[src/irrx_defs.vh]
// Register map, field positions, reset values and timing of the receiver
`ifndef IRRX_DEFS_VH
`define IRRX_DEFS_VH

`define IRRX_OFF_LEADER 8'h00
`define IRRX_OFF_RXCTRL 8'h04
`define IRRX_OFF_THRESH 8'h08
`define IRRX_OFF_FILTER 8'h0C
`define IRRX_OFF_ENABLE 8'h10
`define IRRX_OFF_STATUS 8'h14
`define IRRX_OFF_BUF1 8'h18
`define IRRX_OFF_BUF2 8'h1C
`define IRRX_OFF_BUF3 8'h20

`define IRRX_LEADER_RST 32'h0000_0000
`define IRRX_RXCTRL_RST 32'h0000_0000
`define IRRX_THRESH_RST 32'h0000_0000
`define IRRX_FILTER_RST 32'h0000_0000

`define IRRX_RXCTRL_LEADERLESS 16
`define IRRX_RXCTRL_PHASE 17
`define IRRX_FILTER_INVERT 4
`define IRRX_ST_DONE 0
`define IRRX_ST_MAXCYC 1
`define IRRX_ST_LOWW 2

`define IRRX_CLK_MHZ 125
`define IRRX_SAMPLE_NS 32
`define IRRX_SAMPLE_DIV ((`IRRX_SAMPLE_NS * `IRRX_CLK_MHZ + 999) / 1000)

`endif

[src/irrx_filter.v]
// Input synchroniser, polarity inversion and noise filter
`timescale 1ns/100ps
`include "irrx_defs.vh"

module irrx_filter (
    input wire clk,
    input wire sys_rst,
    input wire sample_tick,
    input wire ir_in,
    input wire invert,
    input wire [3:0] noise_filter_cycles,
    output reg level_r
);

reg sync1_r;
reg sync2_r;
reg [3:0] run_r;
wire sample;

assign sample = sync2_r ^ invert;

always @(posedge clk) begin
    if (sys_rst) begin
        sync1_r <= 1'b1;
        sync2_r <= 1'b1;
    end else begin
        sync1_r <= ir_in;
        sync2_r <= sync1_r;
    end
end

// Opposite level must persist for the set number of samples
always @(posedge clk) begin
    if (sys_rst) begin
        level_r <= 1'b1;
        run_r <= 4'h0;
    end else if (sample_tick) begin
        if (sample == level_r) begin
            run_r <= 4'h0;
        end else if (run_r + 4'h1 >= noise_filter_cycles) begin
            level_r <= sample;
            run_r <= 4'h0;
        end else begin
            run_r <= run_r + 4'h1;
        end
    end
end

endmodule

[src/irrx_decode.v]
// Bit decoder for cycle-modulation and phase-method intervals
`timescale 1ns/100ps

module irrx_decode (
    input wire phase_mode,
    input wire [8:0] cycle,
    input wire [6:0] thr_lo,
    input wire [6:0] thr_hi,
    input wire prev_bit,
    output reg [1:0] nbits,
    output reg [1:0] bits
);

function ge_thr;
    input [8:0] c;
    input [6:0] t;
    begin
        ge_thr = (c >= {2'b00, t});
    end
endfunction

wire above_lo;
wire above_hi;

assign above_lo = ge_thr(cycle, thr_lo);
assign above_hi = ge_thr(cycle, thr_hi);

always @* begin
    nbits = 2'd1;
    bits = 2'b00;
    if (!phase_mode) begin
        bits = {1'b0, above_lo};
    end else if (prev_bit) begin
        // From mid-bit falling edge: 1T, 1.5T, 2T
        if (!above_lo) begin
            bits = 2'b01;
        end else if (!above_hi) begin
            nbits = 2'd2;
            bits = 2'b00;
        end else begin
            nbits = 2'd2;
            bits = 2'b01;
        end
    end else begin
        // From bit-boundary falling edge: 1T or 1.5T only
        if (!above_lo) begin
            bits = 2'b00;
        end else if (!above_hi) begin
            bits = 2'b01;
        end else begin
            nbits = 2'd0;
        end
    end
end

endmodule

[src/irrx_receiver.v]
// Infrared remote receiver: leader detection, bit decoding, registers
//
// Contract
// - bit cycles measured between falling edges
// - cycle mode classifies bit by lower threshold
// - end on maximum bit cycle or low
// - on completion pulse interrupt, await leader
// - phase enable selects phase-method decoding
// - phase mode compares against two thresholds
// - three patterns about 1T, 1.5T, 2T
// - lower threshold splits pattern one, two
// - upper threshold splits pattern two, three
// - phase bit from pattern and previous bit
// - completed phase bits held in buffers
// - cycle at or above threshold is one
// - disabling reception stops and discards data
// - filter needs consecutive opposite samples
`timescale 1ns/100ps
`include "irrx_defs.vh"

module irrx_receiver #(
    parameter SAMPLE_DIV = `IRRX_SAMPLE_DIV
) (
    input wire clk,
    input wire sys_rst,
    input wire ir_in,
    input wire [7:0] reg_addr,
    input wire [31:0] reg_wdata,
    input wire reg_we,
    input wire reg_re,
    output reg [31:0] reg_rdata_r,
    output reg rx_complete_r
);

localparam BUF_BITS = 96;
localparam ST_IDLE = 2'd0;
localparam ST_LEAD = 2'd1;
localparam ST_DATA = 2'd2;

reg [31:0] leader_config_reg_r;
reg [31:0] receive_control_reg_r;
reg [31:0] threshold_config_reg_r;
reg [31:0] input_filter_config_reg_r;
reg receive_enable_r;
reg [2:0] status_r;
reg [6:0] done_count_r;
reg [BUF_BITS-1:0] rx_buf_r;
reg [BUF_BITS-1:0] shift_r;
reg [6:0] bit_count_r;
reg [1:0] state_r;
reg [1:0] state_nxt;
reg [7:0] div_r;
reg sample_tick_r;
reg level_prev_r;
reg [8:0] cyc_cnt_r;
reg [8:0] low_cnt_r;
reg [8:0] low_w_r;
reg prev_bit_r;

wire level;
wire fall_ev;
wire rise_ev;
wire [7:0] ll_min;
wire [7:0] ll_max;
wire [7:0] lc_min;
wire [7:0] lc_max;
wire [7:0] max_bit_cycle;
wire [7:0] excess_low_width;
wire leaderless_accept;
wire phase_mode_enable;
wire [1:0] dec_nbits;
wire [1:0] dec_bits;
wire lead_ok;
wire lead_alt;
wire maxcyc_hit;
wire loww_hit;
wire start_data;
wire finish;

assign ll_min = leader_config_reg_r[7:0];
assign ll_max = leader_config_reg_r[15:8];
assign lc_min = leader_config_reg_r[23:16];
assign lc_max = leader_config_reg_r[31:24];
assign max_bit_cycle = receive_control_reg_r[7:0];
assign excess_low_width = receive_control_reg_r[15:8];
assign leaderless_accept = receive_control_reg_r[`IRRX_RXCTRL_LEADERLESS];
assign phase_mode_enable = receive_control_reg_r[`IRRX_RXCTRL_PHASE];

function [8:0] sat_inc;
    input [8:0] v;
    begin
        sat_inc = (v == 9'h1FF) ? v : v + 9'h001;
    end
endfunction

// Sampling clock enable
always @(posedge clk) begin
    if (sys_rst) begin
        div_r <= 8'h00;
        sample_tick_r <= 1'b0;
    end else if (div_r >= SAMPLE_DIV[7:0] - 8'h01) begin
        div_r <= 8'h00;
        sample_tick_r <= 1'b1;
    end else begin
        div_r <= div_r + 8'h01;
        sample_tick_r <= 1'b0;
    end
end

irrx_filter u_filter (
    .clk(clk),
    .sys_rst(sys_rst),
    .sample_tick(sample_tick_r),
    .ir_in(ir_in),
    .invert(input_filter_config_reg_r[`IRRX_FILTER_INVERT]),
    .noise_filter_cycles(input_filter_config_reg_r[3:0]),
    .level_r(level)
);

irrx_decode u_decode (
    .phase_mode(phase_mode_enable),
    .cycle(cyc_cnt_r),
    .thr_lo(threshold_config_reg_r[6:0]),
    .thr_hi(threshold_config_reg_r[14:8]),
    .prev_bit(prev_bit_r),
    .nbits(dec_nbits),
    .bits(dec_bits)
);

assign fall_ev = level_prev_r & ~level;
assign rise_ev = ~level_prev_r & level;

// Leader cycle window, low width checked unless its maximum is zero
assign lead_ok = (cyc_cnt_r >= {1'b0, lc_min}) &&
                 (cyc_cnt_r <= {1'b0, lc_max}) &&
                 ((ll_max == 8'h00) ||
                  ((low_w_r > {1'b0, ll_min}) &&
                   (low_w_r < {1'b0, ll_max})));
assign lead_alt = leaderless_accept && (low_w_r < {1'b0, ll_max});

assign start_data = fall_ev && ((state_r == ST_IDLE && lc_max == 8'h00) ||
                    (state_r == ST_LEAD && (lead_ok || lead_alt)));
assign maxcyc_hit = (state_r == ST_DATA) && !fall_ev &&
                    (max_bit_cycle != 8'h00) &&
                    (cyc_cnt_r >= {1'b0, max_bit_cycle});
assign loww_hit = (state_r == ST_DATA) && !level && !fall_ev &&
                  (excess_low_width != 8'h00) &&
                  (low_cnt_r >= {1'b0, excess_low_width});
assign finish = (maxcyc_hit || loww_hit) && (bit_count_r != 7'd0);

always @* begin
    state_nxt = state_r;
    case (state_r)
        ST_IDLE: begin
            if (start_data) begin
                state_nxt = ST_DATA;
            end else if (fall_ev) begin
                state_nxt = ST_LEAD;
            end
        end
        ST_LEAD: begin
            if (start_data) begin
                state_nxt = ST_DATA;
            end else if (!fall_ev && lc_max != 8'h00 &&
                         cyc_cnt_r > {1'b0, lc_max}) begin
                state_nxt = ST_IDLE;
            end
        end
        ST_DATA: begin
            if (maxcyc_hit || loww_hit) begin
                state_nxt = ST_IDLE;
            end
        end
        default: begin
            state_nxt = ST_IDLE;
        end
    endcase
    if (!receive_enable_r) begin
        state_nxt = ST_IDLE;
    end
end

// Interval and low-width counters in sampling periods
always @(posedge clk) begin
    if (sys_rst) begin
        level_prev_r <= 1'b1;
        cyc_cnt_r <= 9'h000;
        low_cnt_r <= 9'h000;
        low_w_r <= 9'h000;
    end else begin
        level_prev_r <= level;
        if (fall_ev) begin
            cyc_cnt_r <= 9'h000;
            low_cnt_r <= 9'h000;
        end else if (sample_tick_r) begin
            cyc_cnt_r <= sat_inc(cyc_cnt_r);
            if (!level) begin
                low_cnt_r <= sat_inc(low_cnt_r);
            end
        end
        if (rise_ev) begin
            low_w_r <= low_cnt_r;
        end
    end
end

// Bit shifting and completion
always @(posedge clk) begin
    if (sys_rst) begin
        state_r <= ST_IDLE;
        shift_r <= {BUF_BITS{1'b0}};
        bit_count_r <= 7'd0;
        prev_bit_r <= 1'b1;
        rx_buf_r <= {BUF_BITS{1'b0}};
        done_count_r <= 7'd0;
        rx_complete_r <= 1'b0;
    end else begin
        state_r <= state_nxt;
        rx_complete_r <= 1'b0;
        if (!receive_enable_r) begin
            shift_r <= {BUF_BITS{1'b0}};
            bit_count_r <= 7'd0;
        end else if (start_data) begin
            // Phase frames open with 11; the first 1 precedes any edge
            shift_r <= {{(BUF_BITS-1){1'b0}}, phase_mode_enable};
            bit_count_r <= phase_mode_enable ? 7'd1 : 7'd0;
            prev_bit_r <= 1'b1;
        end else if (state_r == ST_DATA && fall_ev) begin
            if (dec_nbits == 2'd2) begin
                shift_r <= {shift_r[BUF_BITS-3:0], dec_bits};
                bit_count_r <= (bit_count_r >= 7'd95) ? 7'd96 :
                               bit_count_r + 7'd2;
                prev_bit_r <= dec_bits[0];
            end else if (dec_nbits == 2'd1) begin
                shift_r <= {shift_r[BUF_BITS-2:0], dec_bits[0]};
                bit_count_r <= (bit_count_r >= 7'd96) ? 7'd96 :
                               bit_count_r + 7'd1;
                prev_bit_r <= dec_bits[0];
            end
        end else if (finish) begin
            rx_buf_r <= shift_r;
            done_count_r <= bit_count_r;
            rx_complete_r <= 1'b1;
        end
    end
end

// Register writes; hardware set wins over write-one-to-clear
always @(posedge clk) begin
    if (sys_rst) begin
        leader_config_reg_r <= `IRRX_LEADER_RST;
        receive_control_reg_r <= `IRRX_RXCTRL_RST;
        threshold_config_reg_r <= `IRRX_THRESH_RST;
        input_filter_config_reg_r <= `IRRX_FILTER_RST;
        receive_enable_r <= 1'b0;
        status_r <= 3'b000;
    end else begin
        if (reg_we) begin
            case (reg_addr)
                `IRRX_OFF_LEADER: begin
                    leader_config_reg_r <= reg_wdata;
                end
                `IRRX_OFF_RXCTRL: begin
                    receive_control_reg_r <= {14'h0000, reg_wdata[17:0]};
                end
                `IRRX_OFF_THRESH: begin
                    threshold_config_reg_r <= {17'h0_0000, reg_wdata[14:8],
                                               1'b0, reg_wdata[6:0]};
                end
                `IRRX_OFF_FILTER: begin
                    input_filter_config_reg_r <= {27'h000_0000,
                                                  reg_wdata[4:0]};
                end
                `IRRX_OFF_ENABLE: begin
                    receive_enable_r <= reg_wdata[0];
                end
                default: begin
                end
            endcase
        end
        status_r <= (reg_we && reg_addr == `IRRX_OFF_STATUS) ?
                    (status_r & ~reg_wdata[2:0]) : status_r;
        if (finish) begin
            status_r[`IRRX_ST_DONE] <= 1'b1;
            status_r[`IRRX_ST_MAXCYC] <= maxcyc_hit;
            status_r[`IRRX_ST_LOWW] <= loww_hit;
        end
    end
end

// Read data in the cycle after the strobe
always @(posedge clk) begin
    if (sys_rst) begin
        reg_rdata_r <= 32'h0000_0000;
    end else if (reg_re) begin
        case (reg_addr)
            `IRRX_OFF_LEADER: reg_rdata_r <= leader_config_reg_r;
            `IRRX_OFF_RXCTRL: reg_rdata_r <= receive_control_reg_r;
            `IRRX_OFF_THRESH: reg_rdata_r <= threshold_config_reg_r;
            `IRRX_OFF_FILTER: reg_rdata_r <= input_filter_config_reg_r;
            `IRRX_OFF_ENABLE: begin
                reg_rdata_r <= {31'h0000_0000, receive_enable_r};
            end
            `IRRX_OFF_STATUS: begin
                reg_rdata_r <= {14'h0000, state_r, 1'b0, done_count_r,
                                5'h00, status_r};
            end
            `IRRX_OFF_BUF1: reg_rdata_r <= rx_buf_r[31:0];
            `IRRX_OFF_BUF2: reg_rdata_r <= rx_buf_r[63:32];
            `IRRX_OFF_BUF3: reg_rdata_r <= rx_buf_r[95:64];
            default: reg_rdata_r <= 32'h0000_0000;
        endcase
    end else begin
        reg_rdata_r <= 32'h0000_0000;
    end
end

endmodule

[config.mk]
export PLATFORM = sky130hd
export DESIGN_NAME = irrx_receiver
export DESIGN_NICKNAME = d
export VERILOG_FILES = /design/src/irrx_filter.v /design/src/irrx_decode.v /design/src/irrx_receiver.v
export VERILOG_INCLUDE_DIRS = /design/src
export SDC_FILE = /design/constraint.sdc
export NUM_CORES = 1
export LEC_CHECK = 0
export BUFFER_PORTS_ARGS = -buffer_cell sky130_fd_sc_hd__buf_2
export CAP_MARGIN = 30
export CORE_ASPECT_RATIO = 0.75
export CORE_MARGIN = 4
export CORE_UTILIZATION = 45
export CTS_CLUSTER_SIZE = 10
export DETAILED_ROUTE_END_ITERATION = 6
export GPL_TIMING_DRIVEN = 0
export PLACE_DENSITY = 0.66
export RECOVER_POWER = 100
export SLEW_MARGIN = 15
export SYNTH_ARGS = -nofsm -noshare
export SYNTH_HDL_FRONTEND = slang
export SYNTH_SLANG_ARGS = --single-unit
[constraint.sdc]
create_clock -name clk -period 7.18 [get_ports clk]
set_clock_uncertainty 0.2 [all_clocks]
set_input_delay 1.436 -clock clk [delete_from_list [all_inputs] [get_ports clk]]
set_output_delay 1.436 -clock clk [all_outputs]
set_load 0.03 [all_outputs]
-- Word level (Yosys, flattened, before mapping)
Index checks and enable logic that the tools add are counted.
- bits in registers: 359
- output and inout bits: 33
- logic and storage cells: 170
- $add $sub $neg: 6
- order comparisons: 13
- equal/unequal tests: 18
- mux-type cells: 38
- bitwise gates (word level): 14
- reduce and logical (&&, ||, !) cells: 56
- operators with widths (kind ; count):
    case mux 32 bit (9 select lines) ; 1
    2-to-1 mux 96 bit ; 2
    2-to-1 mux 7 bit ; 6
    equality test 8 x 5 -> 1 bit (second input constant) ; 4
    greater-or-equal comparator 9 x 8 -> 1 bit ; 3
    2-to-1 mux 2 bit ; 13
    zero test 8 bit ; 3
    nonzero test 8 bit ; 3
    logical AND 1 bit ; 19
    adder 9 x 1 -> 9 bit (second input constant) ; 2
    equality test 9 bit (second input constant) ; 2
    greater-or-equal comparator 9 x 7 -> 1 bit ; 2
    > comparator 9 x 8 -> 1 bit ; 2
    equality test 8 x 4 -> 1 bit (second input constant) ; 2
    AND reduction 2 bit ; 8
    greater-or-equal comparator 7 bit (second input constant) ; 2
    AND reduction 3 bit ; 4
    2-to-1 mux 1 bit ; 11
    less-or-equal comparator 9 x 8 -> 1 bit ; 1
    less-than comparator 9 x 8 -> 1 bit ; 1
    inverter 1 bit ; 9
    adder 8 x 1 -> 8 bit (second input constant) ; 1
    equality test 8 x 3 -> 1 bit (second input constant) ; 1
    equality test 8 x 6 -> 1 bit (second input constant) ; 1
    other kinds (28) ; 42

-- Depth between registers and ports, before layout
Gate-level depths: netlist of the first run.
- depth after elaboration: 10
- depth in mapped cells: 14
- gate-level depth less buffers: 14

-- Hierarchy
Synthesis of the first run repeated with hierarchy kept, for this count alone.
- cells, all modules: 1936
- area, all modules: 17575.6 µm²
- by module, submodules not included (module ; instances ; cells each ; area an instance (µm²) ; sequential area each (µm²)):
    irrx_receiver ; 1 ; 1836 ; 16729.8 ; 7046.8
    irrx_filter ; 1 ; 46 ; 436.7 ; 140.1
    irrx_decode ; 1 ; 54 ; 409.1 ; 0.0

-- Least setup slack after synthesis of the first run
No wires, ideal clock.
- path type: register to register
- start: register cyc_cnt_r[4]
- end: register shift_r[25]
- setup time: 0.147 ns
- arrival: 2.879 ns
- required time: 6.833 ns
- slack: 3.954 ns
- stages on the path, launching flop included: 11
- clock period less this slack: 3.226 ns
- cell sequence: dfxtp_1 ha_1 and3_1 a221o_1 a41oi_1 a31oi_1 ha_1 nor2_2 clkbuf_1 clkbuf_1 a211oi_2
- word-level cells in the longest chain between the ends: 8
- ends and longest elaborated chain (element ; RTL line ; RTL):
    start, declared ; irrx_receiver.v:55 ; reg [8:0] cyc_cnt_r;
    start signal, assigned ; irrx_receiver.v:196 ; cyc_cnt_r <= sat_inc(cyc_cnt_r);
    greater-or-equal comparator 9 x 7 -> 1 bit, or another cell as far along ; irrx_decode.v:18 ; ge_thr = (c >= {2'b00, t});
    2-to-1 mux 1 bit or logical AND 1 bit (tied branches) ; irrx_decode.v:48, irrx_receiver.v:134 ;
    2-to-1 mux 2 bit or logical AND 1 bit (tied branches) ; irrx_decode.v:46, irrx_receiver.v:135 ;
    2-to-1 mux 2 bit or logical OR 1 bit (tied branches) ; irrx_decode.v:33, irrx_receiver.v:142 ;
    2-to-1 mux 2 bit or logical AND 1 bit (tied branches) ; irrx_decode.v:31, irrx_receiver.v:142 ;
    equality test 2 bit, or another cell as far along ; irrx_receiver.v:229 ; if (dec_nbits == 2'd2) begin
    nonzero test 2 bit (no line) or logical AND 1 bit (tied branches) ; -- ;
    AND reduction 2 bit (no line) or OR reduction 3 bit (tied branches) ; -- ;
    end signal, assigned ; irrx_receiver.v:225 ; shift_r <= {{(BUF_BITS-1){1'b0}}, phase_mode_enable};
    end signal, assigned ; irrx_receiver.v:230 ; shift_r <= {shift_r[BUF_BITS-3:0], dec_bits};
    end signal, assigned ; irrx_receiver.v:235 ; shift_r <= {shift_r[BUF_BITS-2:0], dec_bits[0]};
    end, declared ; irrx_receiver.v:48 ; reg [BUF_BITS-1:0] shift_r;
Several ways; a longest one is shown, not always the timed one.
A chain may end at the register's enable or synchronous reset.

-- Final worst setup path of the first run
- start: register threshold_config_reg_r[1]
- end: register shift_r[69]
- word-level cells in the longest chain between the ends: 7
- ends and longest elaborated chain (element ; RTL line ; RTL):
    start, declared ; irrx_receiver.v:42 ; reg [31:0] threshold_config_reg_r;
    start signal, assigned ; irrx_receiver.v:253 ; threshold_config_reg_r <= `IRRX_THRESH_RST;
    start signal, assigned ; irrx_receiver.v:267 ; threshold_config_reg_r <= {17'h0_0000, reg_wdata[14:8],
    greater-or-equal comparator 9 x 7 -> 1 bit (*) ; irrx_decode.v:18 ;
    2-to-1 mux 2 bit, on equally long branches ; irrx_decode.v:46, irrx_decode.v:35 ;
    2-to-1 mux 2 bit (*) ; irrx_decode.v:33 ; end else if (prev_bit) begin
    2-to-1 mux 2 bit (*) ; irrx_decode.v:31 ; if (!phase_mode) begin
    equality test 2 bit or equality test 2 x 1 -> 1 bit (tied branches) ; irrx_receiver.v:229, irrx_receiver.v:234 ;
    nonzero test 2 bit (no line) ; -- ;
    AND reduction 2 bit (no line) ; -- ;
Mark *: on every way between the ends. The rest lies on a longest branch, timed or not.

==> run metrics, run 1 <==
outcome finished with violations; failing checks design-rule violations, max-capacitance violations, max-slew violations; DR vias 15,400; area share of the leading cell type in the synthesized netlist 0.423; Core ar. 37,200 sq um; synthesis-to-layout area growth 11.2%; die extent in y 176 um; WS Path Type reg -> reg; Top Family by Delay on Critical Path compound AO/OA/AOI/OAI gates; crit share post-route 0.712; Syn Area/Cell 8.80 sq um; vias in the first global route 14,400; total CTS buffers 42; Hold Path Sink u_filter.sync2_r; fin util 0.509; hold path cells 1; width of the die 232 um; most crowded layer after global routing met1; largest net degree at the start of global routing 12; Port Buffers 74; r2r startpoint threshold_config_reg_r[1]; initial drt markers 2,008; worst setup path start threshold_config_reg_r[1]; part of the power in registers 0.501; synth top area cells dfxtp_1 (42%), mux2i_1 (7.4%), a21oi_1 (6.1%); slowest stage cell, crit path nor2_1; detailed placement HPWL 44.2 mm; post-detailed-route count of antenna-violating nets 0; Syn. warnings 0; initial antenna violation count 1; grt ovf 0; cells along the critical path inv_1, ha_1, nor2b_1, a311o_1, a41oi_1, a31oi_1, ha_1, nor2_1, clkbuf_1, clkbuf_1, nor2_1, a211oi_1; sequential area share after synthesis 0.423; leading area contributor after synthesis dfxtp_1; Die ar. 41,000 sq um; Cells after Synth 1,932; Crit Reg-Reg Endpoint shift_r[69]; final hold violation count 0; max-cap violation count 1; Slew HR -0.00326; Post-Route Setup TNS 0 ps; CP endpoint kind register; Nets 2,178; Worst path max stage delay 740 ps; Least-Margin Pin Slew 1490 ps; most common cell in the netlist dfxtp_1; # diodes 0; Syn Std Cell Area 17,000 sq um; Synth async-reset ratio 0; io pins 78; hold path start u_filter.sync1_r; hold_buf cts 0; max-slew violations 1; Buf/Inv on CP 3; maximum vdd ir drop 0.217 mV; WL per Instance 22.6 um; Hold/Removal Path Class reg -> reg; Register Area 7190 sq um; Comb pwr share 0.028; Clock Path Buffers 3; Switch Pwr 0.000905 W; Int Pwr 0.00310 W; Leak 5.69 nW; initial cell density of the core 0.457; top achievable clock speed 196 MHz; H-tree levels 2; clk sinks 359; FP Rows 61; routed vias/inst 5.99; drt first pass iters 7; number of flops mapped to enable cells by yosys 0; Fillers 3,555; worst-case reg-to-reg path depth 12; number of gates resized after cts 0; first-pass GRT wire length 87.1 mm; synth cell count leaders dfxtp_1 (359), nand2_1 (234), a21oi_1 (207); RePlAce Congestion 0.983; Worst-Skew Late Latency 570 ps; CP arrival 5390 ps; Clock Pin Slew Worst Setup and Hold Paths 60 ps; multi-input logic area 8730 sq um; critical path peak fanout 10; met2 GRT Util 0.382; clock root buffer clkbuf_16; # setup viols final 0; met1 usage 0.411; R2R Setup Slk 2070 ps; CP required 7450 ps; DR DRC count 19; share of layout cells above drive strength 1 0.0810; synthesis-stage register bit count 359; crit path time final 5110 ps; clock share of power 0.472; drt total wl 58.0 mm; total track usage 0.276; Unique masters post-synth 75; Setup crit start kind register; setup bufs post-CTS 0; PwrDens 212 nW/um^2; CTS tree yes; met3 Usage GRT 0.0795; unrepaired setup endpoints after global routing no; switching portion of total power 0.226; top_reg_cell synth dfxtp_1
-- stage by stage --
| step | hold slack (ps) | worst slack, ps | instance area (sq um) | total power [W] | instances |
|---|---|---|---|---|---|
| finish | 216 | 2070 | 18900 | 0.00400 | 2566 |
| global route | 226 | 2000 | 18900 | 0.00412 | 2566 |
| CTS | 216 | 2500 | 19200 | 0.00402 | 2565 |
| detailed placement | 204 | 2520 | 18000 | 0.00215 | 2516 |
| global placement | 204 | 2430 | 18000 | 0.00215 | 2515 |
| floorplan | 189 | 3950 | 17000 | 0.00210 | 1937 |
-- sequential cells by signal, summed over array words and instances (netlist names), 3 cells and up --
name                       flops
bit_count_r                    7
leader_config_reg_r           32
rx_buf_r                      96
shift_r                       96
status_r                       3
reg_rdata_r                   32
cyc_cnt_r                      9
done_count_r                   7
input_filter_config_reg_r      5
receive_control_reg_r         18
u_filter.run_r                 4
threshold_config_reg_r        14
low_w_r                        9
low_cnt_r                      9
div_r                          8
-- area by class of cell --
class                      instances  area share
sequential                       359       0.380
tap                              504      0.0333
timing repair buffer              76      0.0177
clock inverter                     4     0.00238
buffer                           149      0.0327
inverter                          73      0.0145
clock buffer                      45      0.0578
multi-input combinational       1356       0.461
-- placed cells by master (no fill, tap or decap), types with 5 or more instances in the layout --
cell / instances
a211oi_1: 99
a211oi_2: 7
a21o_1: 11
a21oi_1: 207
a222oi_1: 36
a22oi_1: 10
a31oi_1: 17
and3_1: 5
buf_2: 45
buf_6: 7
clkbuf_1: 174
clkbuf_16: 43
conb_1: 6
dfxtp_1: 359
ha_1: 76
inv_1: 73
mux2i_1: 126
nand2_1: 234
nand2b_1: 9
nand3_1: 57
nand4_1: 8
nor2_1: 144
nor2b_1: 5
nor3_1: 19
nor4_1: 7
o21ai_0: 95
or2_2: 5
or3_1: 11
or3b_1: 27
or3b_2: 50
xor2_1: 14
-- worst max path at each step --
stage | to | slack [ps] | depth (start not counted)
CTS | shift_r[79] | 2500 | 11
global route | shift_r[77] | 2000 | 11
finish | shift_r[69] | 2070 | 12
global placement | reg_rdata_r[6] | 2430 | 7
detailed placement | shift_r[69] | 2520 | 11
floorplan | shift_r[25] | 3950 | 10
-- kinds of logic (layout without fill, tap and decap cells) --
kind of cell / count (synthesis) / count (layout) / share of synthesized area
and+or+nand+nor: 602 / 602 / 0.175
AOI/OAI and AO/OA: 529 / 529 / 0.207
DFF: 359 / 359 / 0.423
buffers and inverters: 222 / 347 / 0.0559
muxes: 126 / 126 / 0.0742
adders and majority gates: 76 / 76 / 0.0559
xor gates and xnor gates: 17 / 17 / 0.00876
other: 1 / 6 / 0.000221
-- power groups by stage --
stage / combinational [W] / clock, W / sequential [W]
after floorplan: 0.0000544 / 0 / 0.00205
after detailed placement: 0.000106 / 0 / 0.00205
after CTS: 0.000107 / 0.00191 / 0.00200
final: 0.000111 / 0.00189 / 0.00200
after global routing: 0.000117 / 0.00200 / 0.00200
after global placement: 0.000104 / 0 / 0.00205
-- metal layers --
metal	routed length, um	vias up
li1	-	7169
met1	25800	7266
met2	22800	792
met3	7490	131
met4	1910	0
met5	0	-
(Power assumes the default switching activity.)
==> inputs of run 2 (changes only) <==
--- a/config.mk
+++ b/config.mk
@@ -6,6 +6,7 @@
 export SDC_FILE = /design/constraint.sdc
 export NUM_CORES = 1
 export LEC_CHECK = 0
+export ABC_AREA = 1
 export BUFFER_PORTS_ARGS = -buffer_cell sky130_fd_sc_hd__buf_2
 export CAP_MARGIN = 30
 export CORE_ASPECT_RATIO = 0.75
==> constraint.sdc (replaced) <==
create_clock -name clk -period 4.8 [get_ports clk]
set_clock_uncertainty 0.2 [all_clocks]
set_input_delay 0.96 -clock clk [delete_from_list [all_inputs] [get_ports clk]]
set_output_delay 0.96 -clock clk [all_outputs]
set_load 0.03 [all_outputs]
==> run metrics, run 2 <==
first-pass GRT wire length 83.7 mm (-3.8%); CP required 5050 ps (-2400 ps); Fillers 3,611 (+1.6%); Syn Std Cell Area 16,900 sq um (-0.85%); Unique masters post-synth 50 (-33%); RePlAce Congestion 0.944 (-4.0%); Port Buffers 77 (+4.1%); die extent in y 176 um (-0.41%); adder-cell area share of the yosys netlist 0.0564 (+0.000478); detailed placement HPWL 43.1 mm (-2.5%); area share of the leading cell type in the synthesized netlist 0.426 (+0.00361); Clock Path Buffers 3 (unchanged); largest family of logic cells by synthesized area compound AO/OA/AOI/OAI gates; unrepaired setup endpoints after global routing no; placed inst area 17,900 sq um (-0.74%); fin util 0.512 (+0.00345); number of flops mapped to enable cells by yosys 0 (unchanged); setup bufs post-CTS 0 (unchanged); Hold/Removal Path Class reg -> reg; Syn Area/Cell 7.69 sq um (-13%); Cells after Synth 2,193 (+14%); Least-Margin Pin Slew 1160 ps (-333 ps); vias in the first global route 14,200 (-0.90%); Syn. warnings 0 (unchanged); clock root buffer clkbuf_16; clock share of power 0.464 (-0.008); Core ar. 37,000 sq um (-0.41%); Synth async-reset ratio 0 (unchanged); most common cell after layout, fill and taps aside dfxtp_1; sequential area share after synthesis 0.426 (+0.00361); Slew HR 0.218 (+0.222); number of gates resized after cts 0 (unchanged); Clock Pin Slew Worst Setup and Hold Paths 50 ps (about the same); xor and xnor area share after synthesis 0.00520 (-0.00356); slowest stage cell, crit path o21ai_0; switching portion of total power 0.231 (+0.00465); CP arrival 4870 ps (-520 ps); H-tree levels 2 (unchanged); final hold violation count 0 (unchanged); Die ar. 40,600 sq um (-0.81%); Setup crit start kind register; synthesis-stage register bit count 359 (unchanged); DR DRC count 0 (-19); cells along the critical path ha_1, a21oi_1, o21ai_0, nand2_1, nand3_1, o21ai_0, nand2_1, nand2_1, inv_1, ha_1, nor2_2, clkbuf_2, buf_2, o211ai_1, o21ai_0, nor2_4; WS Path Type reg -> reg; hold path start div_r[0]; CTS tree yes; area share of and/or/nand/nor cells after synthesis 0.156 (-0.0197); width of the die 231 um (-0.41%); CP endpoint kind register; max-slew violations 0 (-1); hold_buf cts 0 (unchanged); biggest regs rx_buf_r x96, shift_r x96; top achievable clock speed 216 MHz (+11%); most common cell in the netlist dfxtp_1; Leak 6.50 nW (+14%); # setup viols final 0 (unchanged); initial cell density of the core 0.455 (-0.00200); Register Area 7190 sq um (unchanged); synth top area cells dfxtp_1 (43%), o21ai_0 (9.0%), inv_1 (7.4%); max-cap violation count 0 (-1); routed vias/inst 5.57 (-7.0%); post-detailed-route count of antenna-violating nets 0 (unchanged); FP Rows 61 (unchanged); Comb pwr share 0.045 (+0.017); drt first pass iters 6 (-1); Worst-Skew Late Latency 560 ps (about the same); multi-input logic area 7800 sq um (-11%); initial drt markers 1,668 (-17%); outcome completed; Finished Cell Area 19,000 sq um (+0.26%); Worst path max stage delay 910 ps (+170 ps); clk sinks 359 (unchanged); DR vias 15,800 (+2.8%); io pins 78 (unchanged); part of the power in registers 0.491 (-0.010); share of layout cells above drive strength 1 0.0734 (-0.00757); r2r startpoint cyc_cnt_r[2]; Nets 2,442 (+12%); multiplexer share of the synthesized area 0 (-0.0742); commonest cells after routing, fill and taps aside dfxtp_1 (359), inv_1 (334), o21ai_0 (302); worst setup path start cyc_cnt_r[2]; total CTS buffers 42 (unchanged); grt ovf 0 (unchanged); critical path peak fanout 10 (unchanged); drt total wl 55.9 mm (-3.7%); Post-Route Setup TNS 0 ps (unchanged); Int Pwr 0.00471 W (+52%); top_reg_cell synth dfxtp_1; leading area contributor after synthesis dfxtp_1; synthesis-to-layout area growth 12.5%; synth cell count leaders dfxtp_1 (359), inv_1 (333), o21ai_0 (302); WL per Instance 19.7 um (-13%); maximum vdd ir drop 0.227 mV (+4.7%); Worst Setup Slack, final 174 ps (-1890 ps); crit share post-route 0.964 (+0.251); post-synthesis compound-gate area fraction 0.245 (+0.0384); pre-CTS WS 119 ps (-2400 ps); PwrDens 323 nW/um^2 (+53%); initial antenna violation count 1 (unchanged); crit path time final 4630 ps (-489 ps); total track usage 0.266 (-0.00981); Switch Pwr 0.00141 W (+56%); largest net degree at the start of global routing 12 (unchanged)
[run 2: cell count changes after synthesis, sizes merged, moves of 12 or more]
cell | previous run | this run
a211oi | 106 | 3
a21oi | 208 | 225
a221oi | 4 | 18
a222oi | 36 | 0
a31oi | 17 | 5
clkbuf | 124 | 90
inv | 73 | 336
mux2i | 126 | 0
nand3 | 57 | 38
nor2 | 144 | 207
o211ai | 1 | 97
o21ai | 97 | 302
o22ai | 1 | 60
or3b | 77 | 0
[run 2: area by class of cell]
class | instances | area share
Antenna cell | 1 | 0.000132
Multi-Input combinational cell | 1375 | 0.412
Inverter | 340 | 0.0673
Buffer | 124 | 0.0295
Tap cell | 504 | 0.0333
Sequential cell | 359 | 0.379
Clock buffer | 48 | 0.0572
Timing Repair Buffer | 79 | 0.0187
Clock inverter | 4 | 0.00337
[run 2: through the flow]
step                      hold slack (ps)  instances  power (W)
final                                 221       2834    0.00613
after global routing                  234       2834    0.00631
after CTS                             225       2831    0.00615
after detailed placement              211       2779    0.00334
after global placement                208       2779    0.00334
after floorplan                       189       2198    0.00323
[run 2: power by group through the flow]
stage                     sequential (W)  clock, W  combinational, W
final                            0.00301   0.00284          0.000276
after global routing             0.00301   0.00299          0.000304
after CTS                        0.00301   0.00287          0.000268
after detailed placement         0.00307         0          0.000267
after global placement           0.00307         0          0.000263
after floorplan                  0.00307         0          0.000166
[run 2: path summary, 6_finish.rpt]
check / to / slack (ps) / cells after the start
worst max-delay path: shift_r[91] / 170 / 16
worst min-delay path: div_r[0] / 220 / 1
worst max register to register: shift_r[91] / 170 / 16
worst min register to register: div_r[0] / 220 / 1
[run 2: worst max-delay path, delay by kind of cell (launching register included)]
kind / cells / cell delay (ps)
adder cells (fa/ha/maj): 2 / 640
AO/OA/AOI/OAI: 5 / 1440
flip-flops: 1 / 560
buffers and inverters: 3 / 780
AND/OR/NAND/NOR: 6 / 890
[run 2: kinds of logic (layout without fill, tap and decap cells)]
kind of cell / after synthesis / in the layout
xor+xnor: 10 / 10
other cells: 1 / 7
buf+inv: 464 / 595
flops: 359 / 359
fa+ha+maj: 76 / 76
compound gates: 732 / 732
simple gates: 551 / 551
[run 2: metal layers]
layer	vias up	wire [um]	GRT usage
li1	7607	-	-
met1	7420	26300	0.409
met2	659	22000	0.369
met3	96	5860	0.0554
met4	0	1700	0.0841
met5	-	0	0
==> inputs of run 3 (changes only) <==
--- a/config.mk
+++ b/config.mk
@@ -12,11 +12,11 @@
 export CORE_ASPECT_RATIO = 0.75
 export CORE_MARGIN = 4
 export CORE_UTILIZATION = 45
+export CTS_BUF_LIST = sky130_fd_sc_hd__clkbuf_16
 export CTS_CLUSTER_SIZE = 10
 export DETAILED_ROUTE_END_ITERATION = 6
 export GPL_TIMING_DRIVEN = 0
 export PLACE_DENSITY = 0.66
-export RECOVER_POWER = 100
 export SLEW_MARGIN = 15
 export SYNTH_ARGS = -nofsm -noshare
 export SYNTH_HDL_FRONTEND = slang
==> run metrics, run 3 (synthesis gave the netlist of run 2 again) <==
crit share post-route 0.955 (-0.00848); first-pass GRT wire length 83.9 mm (+0.18%); CP endpoint kind register; top achievable clock speed 218 MHz (+0.89%); PwrDens 320 nW/um^2 (-0.86%); Core ar. 37,000 sq um (unchanged); maximum vdd ir drop 0.223 mV (-1.8%); synthesis-to-layout area growth 13.0%; routed vias/inst 5.56 (-0.24%); Comb pwr share 0.046 (about the same); die extent in y 176 um (unchanged); total track usage 0.267 (+0.000311); Slew HR 0.278 (+0.0598); drt first pass iters 5 (-1); Hold/Removal Path Class reg -> reg; # setup viols final 0 (unchanged); initial drt markers 1,770 (+6.1%); Nets 2,442 (unchanged); CP required 5100 ps (+50 ps); CP arrival 4880 ps (about the same); most common cell after layout, fill and taps aside dfxtp_1; Clock Pin Slew Worst Setup and Hold Paths 50 ps (about the same); clock share of power 0.461 (-0.003); total CTS buffers 42 (unchanged); Clock Path Buffers 3 (unchanged); Fillers 3,577 (-0.94%); Port Buffers 77 (unchanged); critical path peak fanout 10 (unchanged); H-tree levels 2 (unchanged); FP Rows 61 (unchanged); part of the power in registers 0.494 (+0.003); biggest regs rx_buf_r x96, shift_r x96; largest net degree at the start of global routing 12 (unchanged); vias in the first global route 14,300 (+0.25%); WS Path Type reg -> reg; switching portion of total power 0.231 (+0.000672); hold_buf cts 0 (unchanged); Die ar. 40,600 sq um (unchanged); detailed placement HPWL 43.1 mm (unchanged); Int Pwr 0.00469 W (-0.52%); clock root buffer clkbuf_16; DR DRC count 0 (unchanged); Top Family by Delay on Critical Path compound AO/OA/AOI/OAI gates; Buf/Inv on CP 4 (+1); width of the die 231 um (unchanged); pre-CTS WS 119 ps (unchanged); Post-Route Setup TNS 0 ps (unchanged); crit path time final 4590 ps (-40.7 ps); Worst-Skew Late Latency 560 ps (about the same); Setup crit start kind register; post-detailed-route count of antenna-violating nets 0 (unchanged); CTS tree yes; Worst path max stage delay 840 ps (-70 ps); grt ovf 0 (unchanged); DR vias 15,700 (-0.24%); setup bufs post-CTS 0 (unchanged); final hold violation count 0 (unchanged); unrepaired setup endpoints after global routing no; max-slew violations 0 (unchanged); cells along the critical path ha_1, a21oi_1, o21ai_0, nand2_1, nand3_1, o21ai_0, nand2_1, nand2_1, inv_1, ha_1, clkbuf_1, clkbuf_1, clkbuf_1, o211ai_1, o21ai_0, nor2_4; outcome completed; drt total wl 55.9 mm (about the same); initial cell density of the core 0.455 (unchanged); WL per Instance 19.7 um (about the same); max-cap violation count 0 (unchanged); clk sinks 359 (unchanged); number of gates resized after cts 0 (unchanged); Leak 6.69 nW (+3.0%); Worst Setup Slack, final 215 ps (+40.7 ps); commonest cells after routing, fill and taps aside dfxtp_1 (359), inv_1 (338), o21ai_0 (302); initial antenna violation count 1 (unchanged); slowest stage cell, crit path o21ai_0; share of layout cells above drive strength 1 0.0966 (+0.0232); RePlAce Congestion 0.944 (unchanged); Least-Margin Pin Slew 1070 ps (-88.8 ps); Switch Pwr 0.00141 W (-0.14%); io pins 78 (unchanged)
run 3: worst paths after layout:
path	from	to	slack, ps	cells past startpoint
hold / removal	u_filter.sync1_r	u_filter.sync2_r	220	1
setup reg to reg	cyc_cnt_r[2]	shift_r[56]	210	16
hold reg to reg	u_filter.sync1_r	u_filter.sync2_r	220	1
setup / recovery	cyc_cnt_r[2]	shift_r[56]	210	16
run 3: power groups by stage:
stage	logic [W]	clock network [W]	registers [W]
after floorplan	0.000166	0	0.00307
after global placement	0.000263	0	0.00307
after detailed placement	0.000267	0	0.00307
after CTS	0.000268	0.00284	0.00301
after global routing	0.000308	0.00296	0.00301
final	0.000278	0.00281	0.00301
run 3: cell type report:
type,count,area (sq um),share of cell area
antenna,1,2.50,0.000131
buffer,124,591,0.0310
timing repair buffer,79,398,0.0209
inverter,340,1280,0.0670
clock buffer,42,1050,0.0552
clock inverter,10,86.3,0.00453
sequential,359,7190,0.377
multi-input combinational,1375,7820,0.411
tap,504,631,0.0331
run 3: worst register-to-register path: cells and delay by family, from the launching register on:
kind | cells | cell delay, ps
compound gates | 5 | 1480
buf+inv | 4 | 1230
flops | 1 | 570
fa+ha+maj | 2 | 560
simple gates | 5 | 500
run 3: per-layer routing:
metal	track usage	part of all wire	vias to the layer above	wire, um
met2	0.370	0.39	665	21900
met1	0.410	0.47	7360	26400
met4	0.0849	0.031	0	1720
li1	-	-	7619	-
met3	0.0548	0.10	100	5830
met5	0	0	-	0
run 3: per-stage QoR:
stage,power (W),area (sq um),hold slack (ps),std cells,utilization
after global routing,0.00628,19000,234,2834,0.514
after floorplan,0.00323,16900,189,2198,-
after CTS,0.00612,19000,225,2831,0.514
final,0.00610,19000,218,2834,0.514
after detailed placement,0.00334,17900,211,2779,0.483
after global placement,0.00334,17900,208,2779,0.483
